[config.mk]
export PLATFORM = sky130hd
export DESIGN_NAME = post_reset_init_sequencer
export DESIGN_NICKNAME = d
export VERILOG_FILES = /design/src/inc/init_seq_pkg.sv /design/src/hdl/post_reset_init_sequencer.sv /design/src/hdl/seq_wait_timer.sv
export SDC_FILE = /design/constraint.sdc
export NUM_CORES = 1
export LEC_CHECK = 0
export BUFFER_PORTS_ARGS = -buffer_cell sky130_fd_sc_hd__buf_4
export CORE_ASPECT_RATIO = 0.75
export CORE_MARGIN = 5
export CORE_UTILIZATION = 45
export CTS_BUF_LIST = sky130_fd_sc_hd__clkbuf_4 sky130_fd_sc_hd__clkbuf_8
export DETAILED_ROUTE_END_ITERATION = 6
export GPL_TIMING_DRIVEN = 0
export PLACE_DENSITY = 0.66
export SYNTH_ARGS = -nofsm -noshare
export SYNTH_HDL_FRONTEND = slang
export SYNTH_SLANG_ARGS = --single-unit
[constraint.sdc]
create_clock -name core_clk -period 2.15 [get_ports core_clk]
set_input_delay 0.645 -clock core_clk [delete_from_list [all_inputs] [get_ports core_clk]]
set_output_delay 0.645 -clock core_clk [all_outputs]
set_load 0.05 [all_outputs]
[src/inc/init_seq_pkg.sv]
// constants and types shared by the post-reset init sequencer
package init_seq_pkg;

  // ==========================================================
  // software-side register port
  localparam int              SW_AW       = 4;
  localparam int              SW_DW       = 16;
  localparam logic [3:0]      SW_CTRL     = 4'h0;
  localparam logic [3:0]      SW_MSTOP    = 4'h1;
  localparam logic [3:0]      SW_CLKCFG   = 4'h2;
  localparam logic [3:0]      SW_DIVCFG   = 4'h3;
  localparam logic [3:0]      SW_PORTWR   = 4'h4;
  localparam logic [3:0]      SW_STATUS   = 4'h5;

  // control bits
  localparam int              CTRL_START  = 0;
  localparam int              CTRL_CLRERR = 1;

  // clock config fields
  localparam int              CFG_SUB     = 0;
  localparam int              CFG_MAIN    = 1;
  localparam int              CFG_FAST    = 2;
  localparam int              CFG_SRC_LO  = 3;
  localparam int              CFG_PWR_LO  = 5;
  localparam logic [1:0]      SRC_SLOW    = 2'h0;
  localparam logic [1:0]      SRC_FAST    = 2'h1;
  localparam logic [1:0]      SRC_MAIN    = 2'h2;
  localparam logic [1:0]      SRC_SUB     = 2'h3;
  localparam logic [1:0]      PWR_HIGH    = 2'h0;

  // port write request fields
  localparam int              PW_IDX_LO   = 8;
  localparam int              PW_OUT      = 12;

  // reset values: nothing stopped, main clock on and selected,
  // high-speed power mode, every divider at divide-by-1 (code 0)
  localparam logic [1:0]      MSTOP_RST   = 2'h0;
  localparam logic [15:0]     CLKCFG_RST  = 16'h0012;
  localparam logic [15:0]     DIVCFG_RST  = 16'h0000;

  // ==========================================================
  // device register map on the write port
  localparam logic [7:0]      DEV_DIR_BASE  = 8'h00;
  localparam logic [7:0]      DEV_OUT_BASE  = 8'h20;
  localparam logic [7:0]      DEV_MSTOP_A3  = 8'h40;
  localparam logic [7:0]      DEV_MSTOP_C0  = 8'h44;
  localparam logic [7:0]      DEV_SUB_CTRL  = 8'h50;
  localparam logic [7:0]      DEV_MAIN_DRV  = 8'h51;
  localparam logic [7:0]      DEV_MAIN_WAIT = 8'h52;
  localparam logic [7:0]      DEV_MAIN_CTRL = 8'h53;
  localparam logic [7:0]      DEV_FAST_WAIT = 8'h54;
  localparam logic [7:0]      DEV_FAST_CTRL = 8'h55;
  localparam logic [7:0]      DEV_PWR_MODE  = 8'h56;
  localparam logic [7:0]      DEV_DIV_LO    = 8'h57;
  localparam logic [7:0]      DEV_DIV_HI    = 8'h58;
  localparam logic [7:0]      DEV_CLK_SRC   = 8'h59;

  // other stop bits in those bytes are already 1 after reset
  localparam logic [7:0]      MSTOP_BYTE_STOP = 8'hFF;
  localparam logic [7:0]      MAIN_DRV_VAL    = 8'h20;
  localparam logic [7:0]      MAIN_WAIT_VAL   = 8'h06;
  localparam logic [7:0]      FAST_WAIT_VAL   = 8'h06;
  localparam logic [7:0]      OSC_STOP        = 8'h01;
  localparam logic [7:0]      OSC_RUN         = 8'h00;

  // ==========================================================
  // absent-pin tables, [package][port]; ports 0..5,A,B,C,E,H,J
  localparam int              NUM_PORTS   = 12;
  localparam logic [4:0]      PORT_OP_END = 5'h17;
  localparam logic [7:0] NX_MASK [4][12] = '{
    '{8'hD7, 8'h0F, 8'h3F, 8'hF8, 8'hA0, 8'hCF,
      8'hA4, 8'h14, 8'h00, 8'h00, 8'hF0, 8'h3F},
    '{8'hFF, 8'h0F, 8'h3F, 8'hFF, 8'hA0, 8'hFF,
      8'hA5, 8'h54, 8'h00, 8'h60, 8'hF0, 8'h3F},
    '{8'hFF, 8'h0F, 8'h3F, 8'hFB, 8'hB9, 8'hFF,
      8'hA5, 8'hF6, 8'hEF, 8'hE0, 8'hF0, 8'h3F},
    '{8'hFF, 8'h0F, 8'h7F, 8'hFF, 8'hF9, 8'hFF,
      8'hA7, 8'hF6, 8'hEF, 8'hE0, 8'hF0, 8'h3F}};
  localparam logic [7:0] NX_DIR [4][12] = '{
    '{8'h00, 8'h00, 8'h00, 8'h00, 8'h00, 8'h00,
      8'h00, 8'h00, 8'h00, 8'h00, 8'h00, 8'h00},
    '{8'h28, 8'h00, 8'h00, 8'h07, 8'h00, 8'h30,
      8'h01, 8'h40, 8'h00, 8'h60, 8'h00, 8'h00},
    '{8'h28, 8'h00, 8'h00, 8'h03, 8'h19, 8'h30,
      8'h01, 8'hE2, 8'hEF, 8'hE0, 8'h00, 8'h00},
    '{8'h28, 8'h00, 8'h40, 8'h07, 8'h59, 8'h30,
      8'h03, 8'hE2, 8'hEF, 8'hE0, 8'h00, 8'h00}};

  // ==========================================================
  // timing at 50 MHz
  localparam int              CLK_KHZ          = 50000;
  localparam int              SUB_SETTLE_MS    = 1310;
  localparam int              SUB_WAIT_CYC_DFLT = SUB_SETTLE_MS * CLK_KHZ;
  localparam int              FAST_SETTLE_US   = 50;
  localparam int              FAST_WAIT_CYC    =
    FAST_SETTLE_US * CLK_KHZ / 1000;

  // ==========================================================
  // sequencer states, gray along the run
  typedef enum logic [3:0] {
    ST_IDLE   = 4'h0,
    ST_STOP   = 4'h1,
    ST_PORTS  = 4'h3,
    ST_SUB    = 4'h2,
    ST_MAIN   = 4'h6,
    ST_FAST   = 4'h7,
    ST_PWR    = 4'h5,
    ST_DIV    = 4'h4,
    ST_SWITCH = 4'hC,
    ST_DONE   = 4'hD
  } seq_state_t;

endpackage

[src/hdl/post_reset_init_sequencer.sv]
// host-side sequencer for the post-reset setup of a small controller
//
// Our own choices: the address map and the plain strobed port.
`timescale 1ns/100ps
module post_reset_init_sequencer
  import init_seq_pkg::*;
#(
  parameter int PIN_COUNT    = 64,
  parameter int SUB_WAIT_CYC = SUB_WAIT_CYC_DFLT
) (
  input  wire logic             core_clk,
  input  wire logic             rst_n,
  input  wire logic [SW_AW-1:0] sw_addr,
  input  wire logic [SW_DW-1:0] sw_wdata,
  input  wire logic             sw_wr,
  input  wire logic             sw_rd,
  output logic      [SW_DW-1:0] sw_rdata,
  output logic                  dev_wr,
  output logic      [7:0]       dev_addr,
  output logic      [7:0]       dev_data,
  output logic                  init_busy,
  output logic                  init_done
);

  // ==========================================================
  // decode helpers
  function automatic logic [1:0] pin_sel(input int pc);
    case (pc)
      48:      pin_sel = 2'h1;
      40:      pin_sel = 2'h2;
      36:      pin_sel = 2'h3;
      default: pin_sel = 2'h0;
    endcase
  endfunction

  function automatic seq_state_t next_state(input seq_state_t s);
    case (s)
      ST_IDLE:   next_state = ST_STOP;
      ST_STOP:   next_state = ST_PORTS;
      ST_PORTS:  next_state = ST_SUB;
      ST_SUB:    next_state = ST_MAIN;
      ST_MAIN:   next_state = ST_FAST;
      ST_FAST:   next_state = ST_PWR;
      ST_PWR:    next_state = ST_DIV;
      ST_DIV:    next_state = ST_SWITCH;
      ST_SWITCH: next_state = ST_DONE;
      default:   next_state = ST_DONE;
    endcase
  endfunction

  // is the address one of the NUM_PORTS port registers starting at base
  function automatic logic in_port(input logic [7:0] a,
                                   input logic [7:0] base);
    in_port = (a >= base) && (a < base + 8'(NUM_PORTS));
  endfunction

  localparam logic [1:0] PSEL = pin_sel(PIN_COUNT);

  // ==========================================================
  // software registers
  logic [1:0]  module_stop_setting;
  logic [15:0] clk_cfg;
  logic [15:0] div_cfg;
  logic        start_req;
  logic        port_refused;
  logic        port_pend;
  logic [7:0]  port_addr;
  logic [7:0]  port_data;
  seq_state_t  state;

  wire logic       sub_use  = clk_cfg[CFG_SUB];
  wire logic       main_use = clk_cfg[CFG_MAIN];
  wire logic       fast_use = clk_cfg[CFG_FAST];
  wire logic [1:0] clk_src  = clk_cfg[CFG_SRC_LO+:2];
  wire logic [1:0] pwr_mode = clk_cfg[CFG_PWR_LO+:2];

  wire logic       sw_w_port = sw_wr && (sw_addr == SW_PORTWR);
  wire logic [3:0] pw_idx    = sw_wdata[PW_IDX_LO+:4];
  wire logic       pw_ok     = (state == ST_DONE) &&
                               (pw_idx < 4'(NUM_PORTS));
  wire logic       clr_err   = sw_wr && (sw_addr == SW_CTRL) &&
                               sw_wdata[CTRL_CLRERR];

  always_ff @(posedge core_clk) begin
    if (!rst_n) begin
      module_stop_setting <= MSTOP_RST;
      clk_cfg             <= CLKCFG_RST;
      div_cfg             <= DIVCFG_RST;
    end else if (sw_wr && state == ST_IDLE) begin
      // settings freeze once the run has started
      case (sw_addr)
        SW_MSTOP:  module_stop_setting <= sw_wdata[1:0];
        SW_CLKCFG: clk_cfg             <= sw_wdata;
        SW_DIVCFG: div_cfg             <= sw_wdata;
        default: ;
      endcase
    end
  end

  always_ff @(posedge core_clk) begin
    if (!rst_n) begin
      start_req <= 1'b0;
    end else begin
      start_req <= sw_wr && (sw_addr == SW_CTRL) &&
                   sw_wdata[CTRL_START] && (state == ST_IDLE);
    end
  end

  // later port writes from software get the absent-pin bits forced
  always_ff @(posedge core_clk) begin
    if (!rst_n) begin
      port_pend <= 1'b0;
      port_addr <= 8'h00;
      port_data <= 8'h00;
    end else begin
      port_pend <= sw_w_port && pw_ok;
      if (sw_w_port && pw_ok) begin
        if (sw_wdata[PW_OUT]) begin
          port_addr <= DEV_OUT_BASE + {4'h0, pw_idx};
          port_data <= sw_wdata[7:0] & ~NX_MASK[PSEL][pw_idx];
        end else begin
          port_addr <= DEV_DIR_BASE + {4'h0, pw_idx};
          port_data <= (sw_wdata[7:0] & ~NX_MASK[PSEL][pw_idx]) |
                       (NX_DIR[PSEL][pw_idx] &
                        NX_MASK[PSEL][pw_idx]);
        end
      end
    end
  end

  // a refused port write sets the flag; the set wins over a clear
  always_ff @(posedge core_clk) begin
    if (!rst_n) begin
      port_refused <= 1'b0;
    end else if (sw_w_port && !pw_ok) begin
      port_refused <= 1'b1;
    end else if (clr_err) begin
      port_refused <= 1'b0;
    end
  end

  always_ff @(posedge core_clk) begin
    if (!rst_n) begin
      sw_rdata <= 16'h0000;
    end else if (sw_rd) begin
      case (sw_addr)
        SW_MSTOP:  sw_rdata <= {14'h0000, module_stop_setting};
        SW_CLKCFG: sw_rdata <= clk_cfg;
        SW_DIVCFG: sw_rdata <= div_cfg;
        SW_STATUS: sw_rdata <= {8'h00, state, 1'b0, port_refused,
                                init_busy, init_done};
        default:   sw_rdata <= 16'h0000;
      endcase
    end else begin
      sw_rdata <= 16'h0000;
    end
  end

  // ==========================================================
  // step decode: what the current step and op index write
  logic [4:0]  op;
  logic        op_wr;
  logic [7:0]  op_addr;
  logic [7:0]  op_data;
  logic        op_wait;
  logic [31:0] op_wlen;
  logic        op_last;
  logic [3:0]  op_port;
  logic        tmr_busy;

  always_comb begin
    op_wr   = 1'b0;
    op_addr = 8'h00;
    op_data = 8'h00;
    op_wait = 1'b0;
    op_wlen = 32'h0000_0000;
    op_last = 1'b0;
    op_port = op[4:1];
    case (state)
      ST_STOP: begin
        op_last = (op == 5'h01);
        op_data = MSTOP_BYTE_STOP;
        if (op == 5'h00) begin
          op_wr   = module_stop_setting[0];
          op_addr = DEV_MSTOP_A3;
        end else begin
          op_wr   = module_stop_setting[1];
          op_addr = DEV_MSTOP_C0;
        end
      end
      ST_PORTS: begin
        op_last = (op == PORT_OP_END);
        op_wr   = (NX_MASK[PSEL][op_port] != 8'h00);
        if (op[0]) begin
          op_addr = DEV_OUT_BASE + {4'h0, op_port};
          op_data = 8'h00;
        end else begin
          op_addr = DEV_DIR_BASE + {4'h0, op_port};
          op_data = NX_DIR[PSEL][op_port];
        end
      end
      ST_SUB: begin
        // the sub-clock runs from power-on, so it is always reset
        op_last = (op == 5'h01);
        op_addr = DEV_SUB_CTRL;
        if (op == 5'h00) begin
          op_wr   = 1'b1;
          op_data = OSC_STOP;
        end else begin
          op_wr   = sub_use;
          op_data = OSC_RUN;
          op_wait = sub_use;
          op_wlen = 32'(SUB_WAIT_CYC);
        end
      end
      ST_MAIN: begin
        op_last = (op == 5'h02);
        op_wr   = main_use;
        case (op)
          5'h00: begin
            op_addr = DEV_MAIN_DRV;
            op_data = MAIN_DRV_VAL;
          end
          5'h01: begin
            op_addr = DEV_MAIN_WAIT;
            op_data = MAIN_WAIT_VAL;
          end
          default: begin
            op_addr = DEV_MAIN_CTRL;
            op_data = OSC_RUN;
          end
        endcase
      end
      ST_FAST: begin
        op_last = (op == 5'h01);
        op_wr   = fast_use;
        if (op == 5'h00) begin
          op_addr = DEV_FAST_WAIT;
          op_data = FAST_WAIT_VAL;
        end else begin
          op_addr = DEV_FAST_CTRL;
          op_data = OSC_RUN;
          op_wait = fast_use;
          op_wlen = 32'(FAST_WAIT_CYC);
        end
      end
      ST_PWR: begin
        op_last = 1'b1;
        op_wr   = 1'b1;
        op_addr = DEV_PWR_MODE;
        op_data = {6'h00, pwr_mode};
      end
      ST_DIV: begin
        op_last = (op == 5'h01);
        op_wr   = 1'b1;
        op_addr = op[0] ? DEV_DIV_HI : DEV_DIV_LO;
        op_data = op[0] ? div_cfg[15:8] : div_cfg[7:0];
      end
      ST_SWITCH: begin
        op_last = 1'b1;
        op_wr   = 1'b1;
        op_addr = DEV_CLK_SRC;
        op_data = {6'h00, clk_src};
      end
      default: ;
    endcase
  end

  wire logic active  = (state != ST_IDLE) && (state != ST_DONE);
  wire logic advance = active && !tmr_busy;

  seq_wait_timer u_timer (
    .core_clk (core_clk),
    .rst_n    (rst_n),
    .load     (advance && op_wait),
    .load_val (op_wlen),
    .busy     (tmr_busy)
  );

  // ==========================================================
  // step sequencing
  always_ff @(posedge core_clk) begin
    if (!rst_n) begin
      state <= ST_IDLE;
      op    <= 5'h00;
    end else if (state == ST_IDLE) begin
      if (start_req) begin
        state <= next_state(state);
      end
    end else if (advance) begin
      if (op_last) begin
        state <= next_state(state);
        op    <= 5'h00;
      end else begin
        op    <= op + 5'h01;
      end
    end
  end

  always_ff @(posedge core_clk) begin
    if (!rst_n) begin
      init_busy <= 1'b0;
      init_done <= 1'b0;
    end else begin
      // busy must drop for good once the run has reached done
      init_busy <= (state == ST_IDLE) ? start_req :
                   (state != ST_DONE) && !(advance && state == ST_SWITCH);
      if (advance && state == ST_SWITCH) begin
        init_done <= 1'b1;
      end
    end
  end

  // ==========================================================
  // device write port; the run and software port writes never
  // overlap, since software writes are taken only when done
  seq_state_t wr_state;

  always_ff @(posedge core_clk) begin
    if (!rst_n) begin
      dev_wr   <= 1'b0;
      dev_addr <= 8'h00;
      dev_data <= 8'h00;
      wr_state <= ST_IDLE;
    end else begin
      dev_wr <= 1'b0;
      if (advance && op_wr) begin
        dev_wr   <= 1'b1;
        dev_addr <= op_addr;
        dev_data <= op_data;
        wr_state <= state;
      end else if (port_pend) begin
        dev_wr   <= 1'b1;
        dev_addr <= port_addr;
        dev_data <= port_data;
        wr_state <= state;
      end
    end
  end
endmodule

[src/hdl/seq_wait_timer.sv]
// down-counter that holds the sequencer during oscillator settling
`timescale 1ns/100ps
module seq_wait_timer (
  input  wire logic        core_clk,
  input  wire logic        rst_n,
  input  wire logic        load,
  input  wire logic [31:0] load_val,
  output logic             busy
);

  logic [31:0] count;

  always_ff @(posedge core_clk) begin
    if (!rst_n) begin
      count <= 32'h0000_0000;
    end else if (load) begin
      count <= load_val;
    end else if (count != 32'h0000_0000) begin
      count <= count - 32'h0000_0001;
    end
  end

  assign busy = (count != 32'h0000_0000);

endmodule

==> results.md <==
- Counting flops with a built-in enable in the synthesized netlist gives 0.
- Setup repair after global routing could not meet its margin everywhere.
- The share of layout cells above drive strength 1 is roughly 30%.
- The post-detailed-route count of antenna-violating nets is 0.
- The number of clock sinks is roughly 130.
- The count of final max-slew check failures is 0.
- In the routed layout, each cell is associated on average with a via count of just under 6.
- The first global-routing pass estimated ~32,000 um of wire.
- The TritonCTS buffer count is 17.
- The cell sitting at the root of the clock tree is a clkbuf_8.
- The most used flip-flop cell after synthesis is dfxtp_1.
- Traced cell by cell, the critical path runs through or4_4 -> or3_4 -> or3_4 -> nor3_2 -> xnor2_1 -> nor2_2.
- The first routing iteration left around 720 violations.
- The tool flagged a number of max-cap violations equal to 0.
- In the final routed layout, each cell accounts on average for around 20 um.
- The total detailed-routing wirelength is a little over 20,000 um.
- The starting density of the core is ~46%.
- The tightest slew margin relative to the limit is a little over two fifths.
- The half-perimeter wire length of the detailed placement result is 14,200 um.
- The least setup slack across all paths after layout is -97.5 ps.
- The number of port buffers is 55.
- The total count of hold-check failures in the final report is 0.
- The worst ir drop on vdd is between 700 and 800 uV.
- The worst-case clock skew is roughly 18 ps.
- The floorplan has 37 rows.
- The type of element capturing the critical path is a flip-flop.
- The worst-margin pin slew is ~860 ps.
- The net count after synthesis is about 800.
- TritonCTS built the clock tree.
- After filler insertion, the fill cell instance count of the layout stands at 1,175.
- The global-route usage over all layers is 24.0%.
- The worst path uses 105% of the clock period.
- The sequential standard cell area is around 2600 um2.
- The count of unresolved DRC violations after routing is 0.
- The first-pass iteration count of the detailed router is 6.
- The multi-input combinational cells in the finished layout cover a total of just over 4000 um2.
- The cell class contributing the biggest share of worst-path delay is simple AND/OR/NAND/NOR gates.
- The critical setup path kind is flip-flop to flip-flop.
- Static timing analysis puts the maximum clock frequency at about 440 MHz.
- The via count of the first global-routing pass is roughly 5,800.
- The standby leakage power is ~3.1 nW.
- The initial antenna violation count is 0.
- The number of hold buffers added after cts is 0.
- The antenna diode count is 0.
- The final estimated routing congestion in global placement is 0.899.
- The type of the most critical hold path is primary input to flip-flop.
- The pin count of the biggest net entering global routing is 17.
- Power spread over the standard cell area amounts to between 1000 and 1500 nW/um2.
- The share of flip-flops with an asynchronous set or reset after synthesis is 0%.
- In this run the count of I/O pins placed on the die edge is 59.
- The flow ran to the end, but the final reports show violations.
- In the final design database the tool counted between 900 and 1,000 nets.
- The critical path launch point type is a flip-flop.
- The fraction of the core area covered by cells at the end of the flow is slightly above 60%.
- The clock tree synthesis step divided the H-tree into 4 levels.
- Of the synthesized area, sequential elements account for roughly two fifths.
- The floorplan core area is roughly 14,000 um2.
- The layout-stage area growth over the synthesis result is 31.3%.
- In this run the vertical extent of the chip is between 100 and 150 um.
- The post-placement worst setup slack is -536 ps.
- After clock tree synthesis, the clock-pin slew on the worst setup and hold paths is ~80 ps.
- Together, buffers and inverters on the worst path number 0.
- The arrival time of the worst setup path is 2600 ps.
- The post-layout minimum cycle time is around 2200 ps.
- The cell with the largest stage delay on the worst path is or4_4.
- The die area is 16,700 um2.
- Detailed routing inserted a total of ~6,300 vias.
- The synthesized netlist occupies a cell area of approximately 6400 um2.
- The cell repeated most along the worst path is or3_4.
- The count of final setup violators is 22.
- Counting along the longest clock path gives a buffer depth of 2.
- The checks that failed: setup timing.
- Synthesis produced between 700 and 800 cells.
- In this run the worst path has a maximum fanout of 5.
- The number of distinct standard cells referenced by the synthesized netlist is 68.
- The flip-flop and latch count after synthesis is approximately 130.
- Yosys printed 0 warnings.
- The width of the die is between 100 and 150 um.
- Data on the critical path is required at its endpoint by 2500 ps.
- The largest single stage delay on the critical path is 550 ps.
- The synthesized area per cell is about 8.3 um2.
- The post-layout total power is approximately 0.0092 W.
- The clock latency on the worst-skew pair is roughly 460 ps.
- The sum of overflow across all layers after global routing is 0.
-- report_power, final --
part / switching [W] / leakage (nW) / total, W / internal [W]
sequential: 0.000385 / 1.05 / 0.00305 / 0.00267
combinational: 0.00207 / 1.84 / 0.00380 / 0.00173
clock: 0.00103 / 0.218 / 0.00235 / 0.00132
-- cell usage in the layout, fill, tap and decap left out, types with 6 or more instances in the layout --
master,Yosys,final
a211oi_1,10,6
a21oi_1,72,70
a221oi_2,0,6
a22oi_1,15,15
and2_1,9,6
buf_4,1,94
clkbuf_1,34,20
clkbuf_2,0,6
clkbuf_8,1,21
dfxtp_1,129,115
dfxtp_2,0,7
dfxtp_4,0,7
ha_1,12,9
inv_1,11,6
mux2_2,13,13
mux2i_1,15,15
nand2_1,116,111
nand2b_1,7,7
nand3_1,19,17
nand4_1,12,12
nor2_1,80,75
nor2_2,4,6
nor3_1,17,11
nor4_1,16,9
nor4_4,1,7
o21a_1,12,12
o21ai_0,24,18
o21ai_1,2,6
or3_4,4,6
xnor2_1,29,26
-- cells by family after synthesis --
logic type | Yosys count | synth area share [%]
AO/OA/AOI/OAI | 169 | 17.2
AND/OR/NAND/NOR | 335 | 26.9
XOR/XNOR | 33 | 4.52
flip-flops | 129 | 40.4
multiplexers | 28 | 4.64
adder cells (fa/ha/maj) | 12 | 2.35
buffers and inverters | 61 | 3.99
other | 1 | 0.0586
-- per-stage QoR --
stage,hold slack [ps],instances,setup TNS (ps),cell area (um2)
4_1_cts,417,1042,-1620,7890
3_5_place_dp,446,998,-34250,7070
2_1_floorplan,433,768,0,6440
6_report,441,1062,-1020,8400
3_3_place_gp,441,998,-27480,7070
5_1_grt,446,1062,-2570,8400
-- area by class of cell --
| class | instances | share of cell area (%) |
|---|---|---|
| Inverter | 12 | 0.655 |
| Clock buffer | 19 | 3.11 |
| Tap cell | 175 | 2.61 |
| Clock inverter | 13 | 2.19 |
| Buffer | 42 | 2.96 |
| Sequential cell | 129 | 31.2 |
| Multi-Input combinational cell | 578 | 48.5 |
| Timing Repair Buffer | 94 | 8.83 |
-- worst reg2reg max path: stages, from the launching register on --
cell	delay [ps]
dfxtp_2	350
or4_4	550
or3_4	390
or3_4	470
nor3_2	160
xnor2_1	170
nor2_2	50
-- registers in the layout (all words and copies together) (netlist names), 7 cells and up, named ones only --
register and cells:
clk_cfg 16, dev_addr 7, dev_data 8, div_cfg 16
port_data 8, sw_rdata 16, u_timer.count 32
-- path summary, 6_finish.rpt --
kind / start / end / slack (ps) / cells past startpoint
setup / recovery: u_timer.count[0] / u_timer.count[31] / -100 / 6
hold / removal: sw_wdata[4] / clk_cfg[4] / 440 / 3
setup reg to reg: u_timer.count[0] / u_timer.count[31] / -100 / 6
hold reg to reg: clk_cfg[15] / clk_cfg[15] / 460 / 2
-- Yosys cell counts, types with 12 or more instances --
cell type | n | area, um2
a21oi_1 | 72 | 360
a22oi_1 | 15 | 113
clkbuf_1 | 34 | 128
dfxtp_1 | 129 | 2580
ha_1 | 12 | 150
mux2_2 | 13 | 146
mux2i_1 | 15 | 150
nand2_1 | 116 | 435
nand3_1 | 19 | 95.1
nand4_1 | 12 | 75.1
nor2_1 | 80 | 300
nor3_1 | 17 | 85.1
nor4_1 | 16 | 100
o21a_1 | 12 | 90.1
o21ai_0 | 24 | 120
xnor2_1 | 29 | 254
-- repair_timing --
item,in CTS,in global routing
setup buffers,16,23
pin swaps,16,28
resized for setup,61,91
setup endpoints to repair,105,83
-- per-layer routing --
layer / vias up / share of wire, % / track usage [%]
li1: 2944 / - / -
met1: 3032 / 46 / 35.7
met2: 314 / 42 / 33.9
met3: 41 / 9.5 / 5.80
met4: 0 / 1.9 / 7.70
met5: - / 0 / 0
Note: power is estimated with default switching activity, not from simulation.
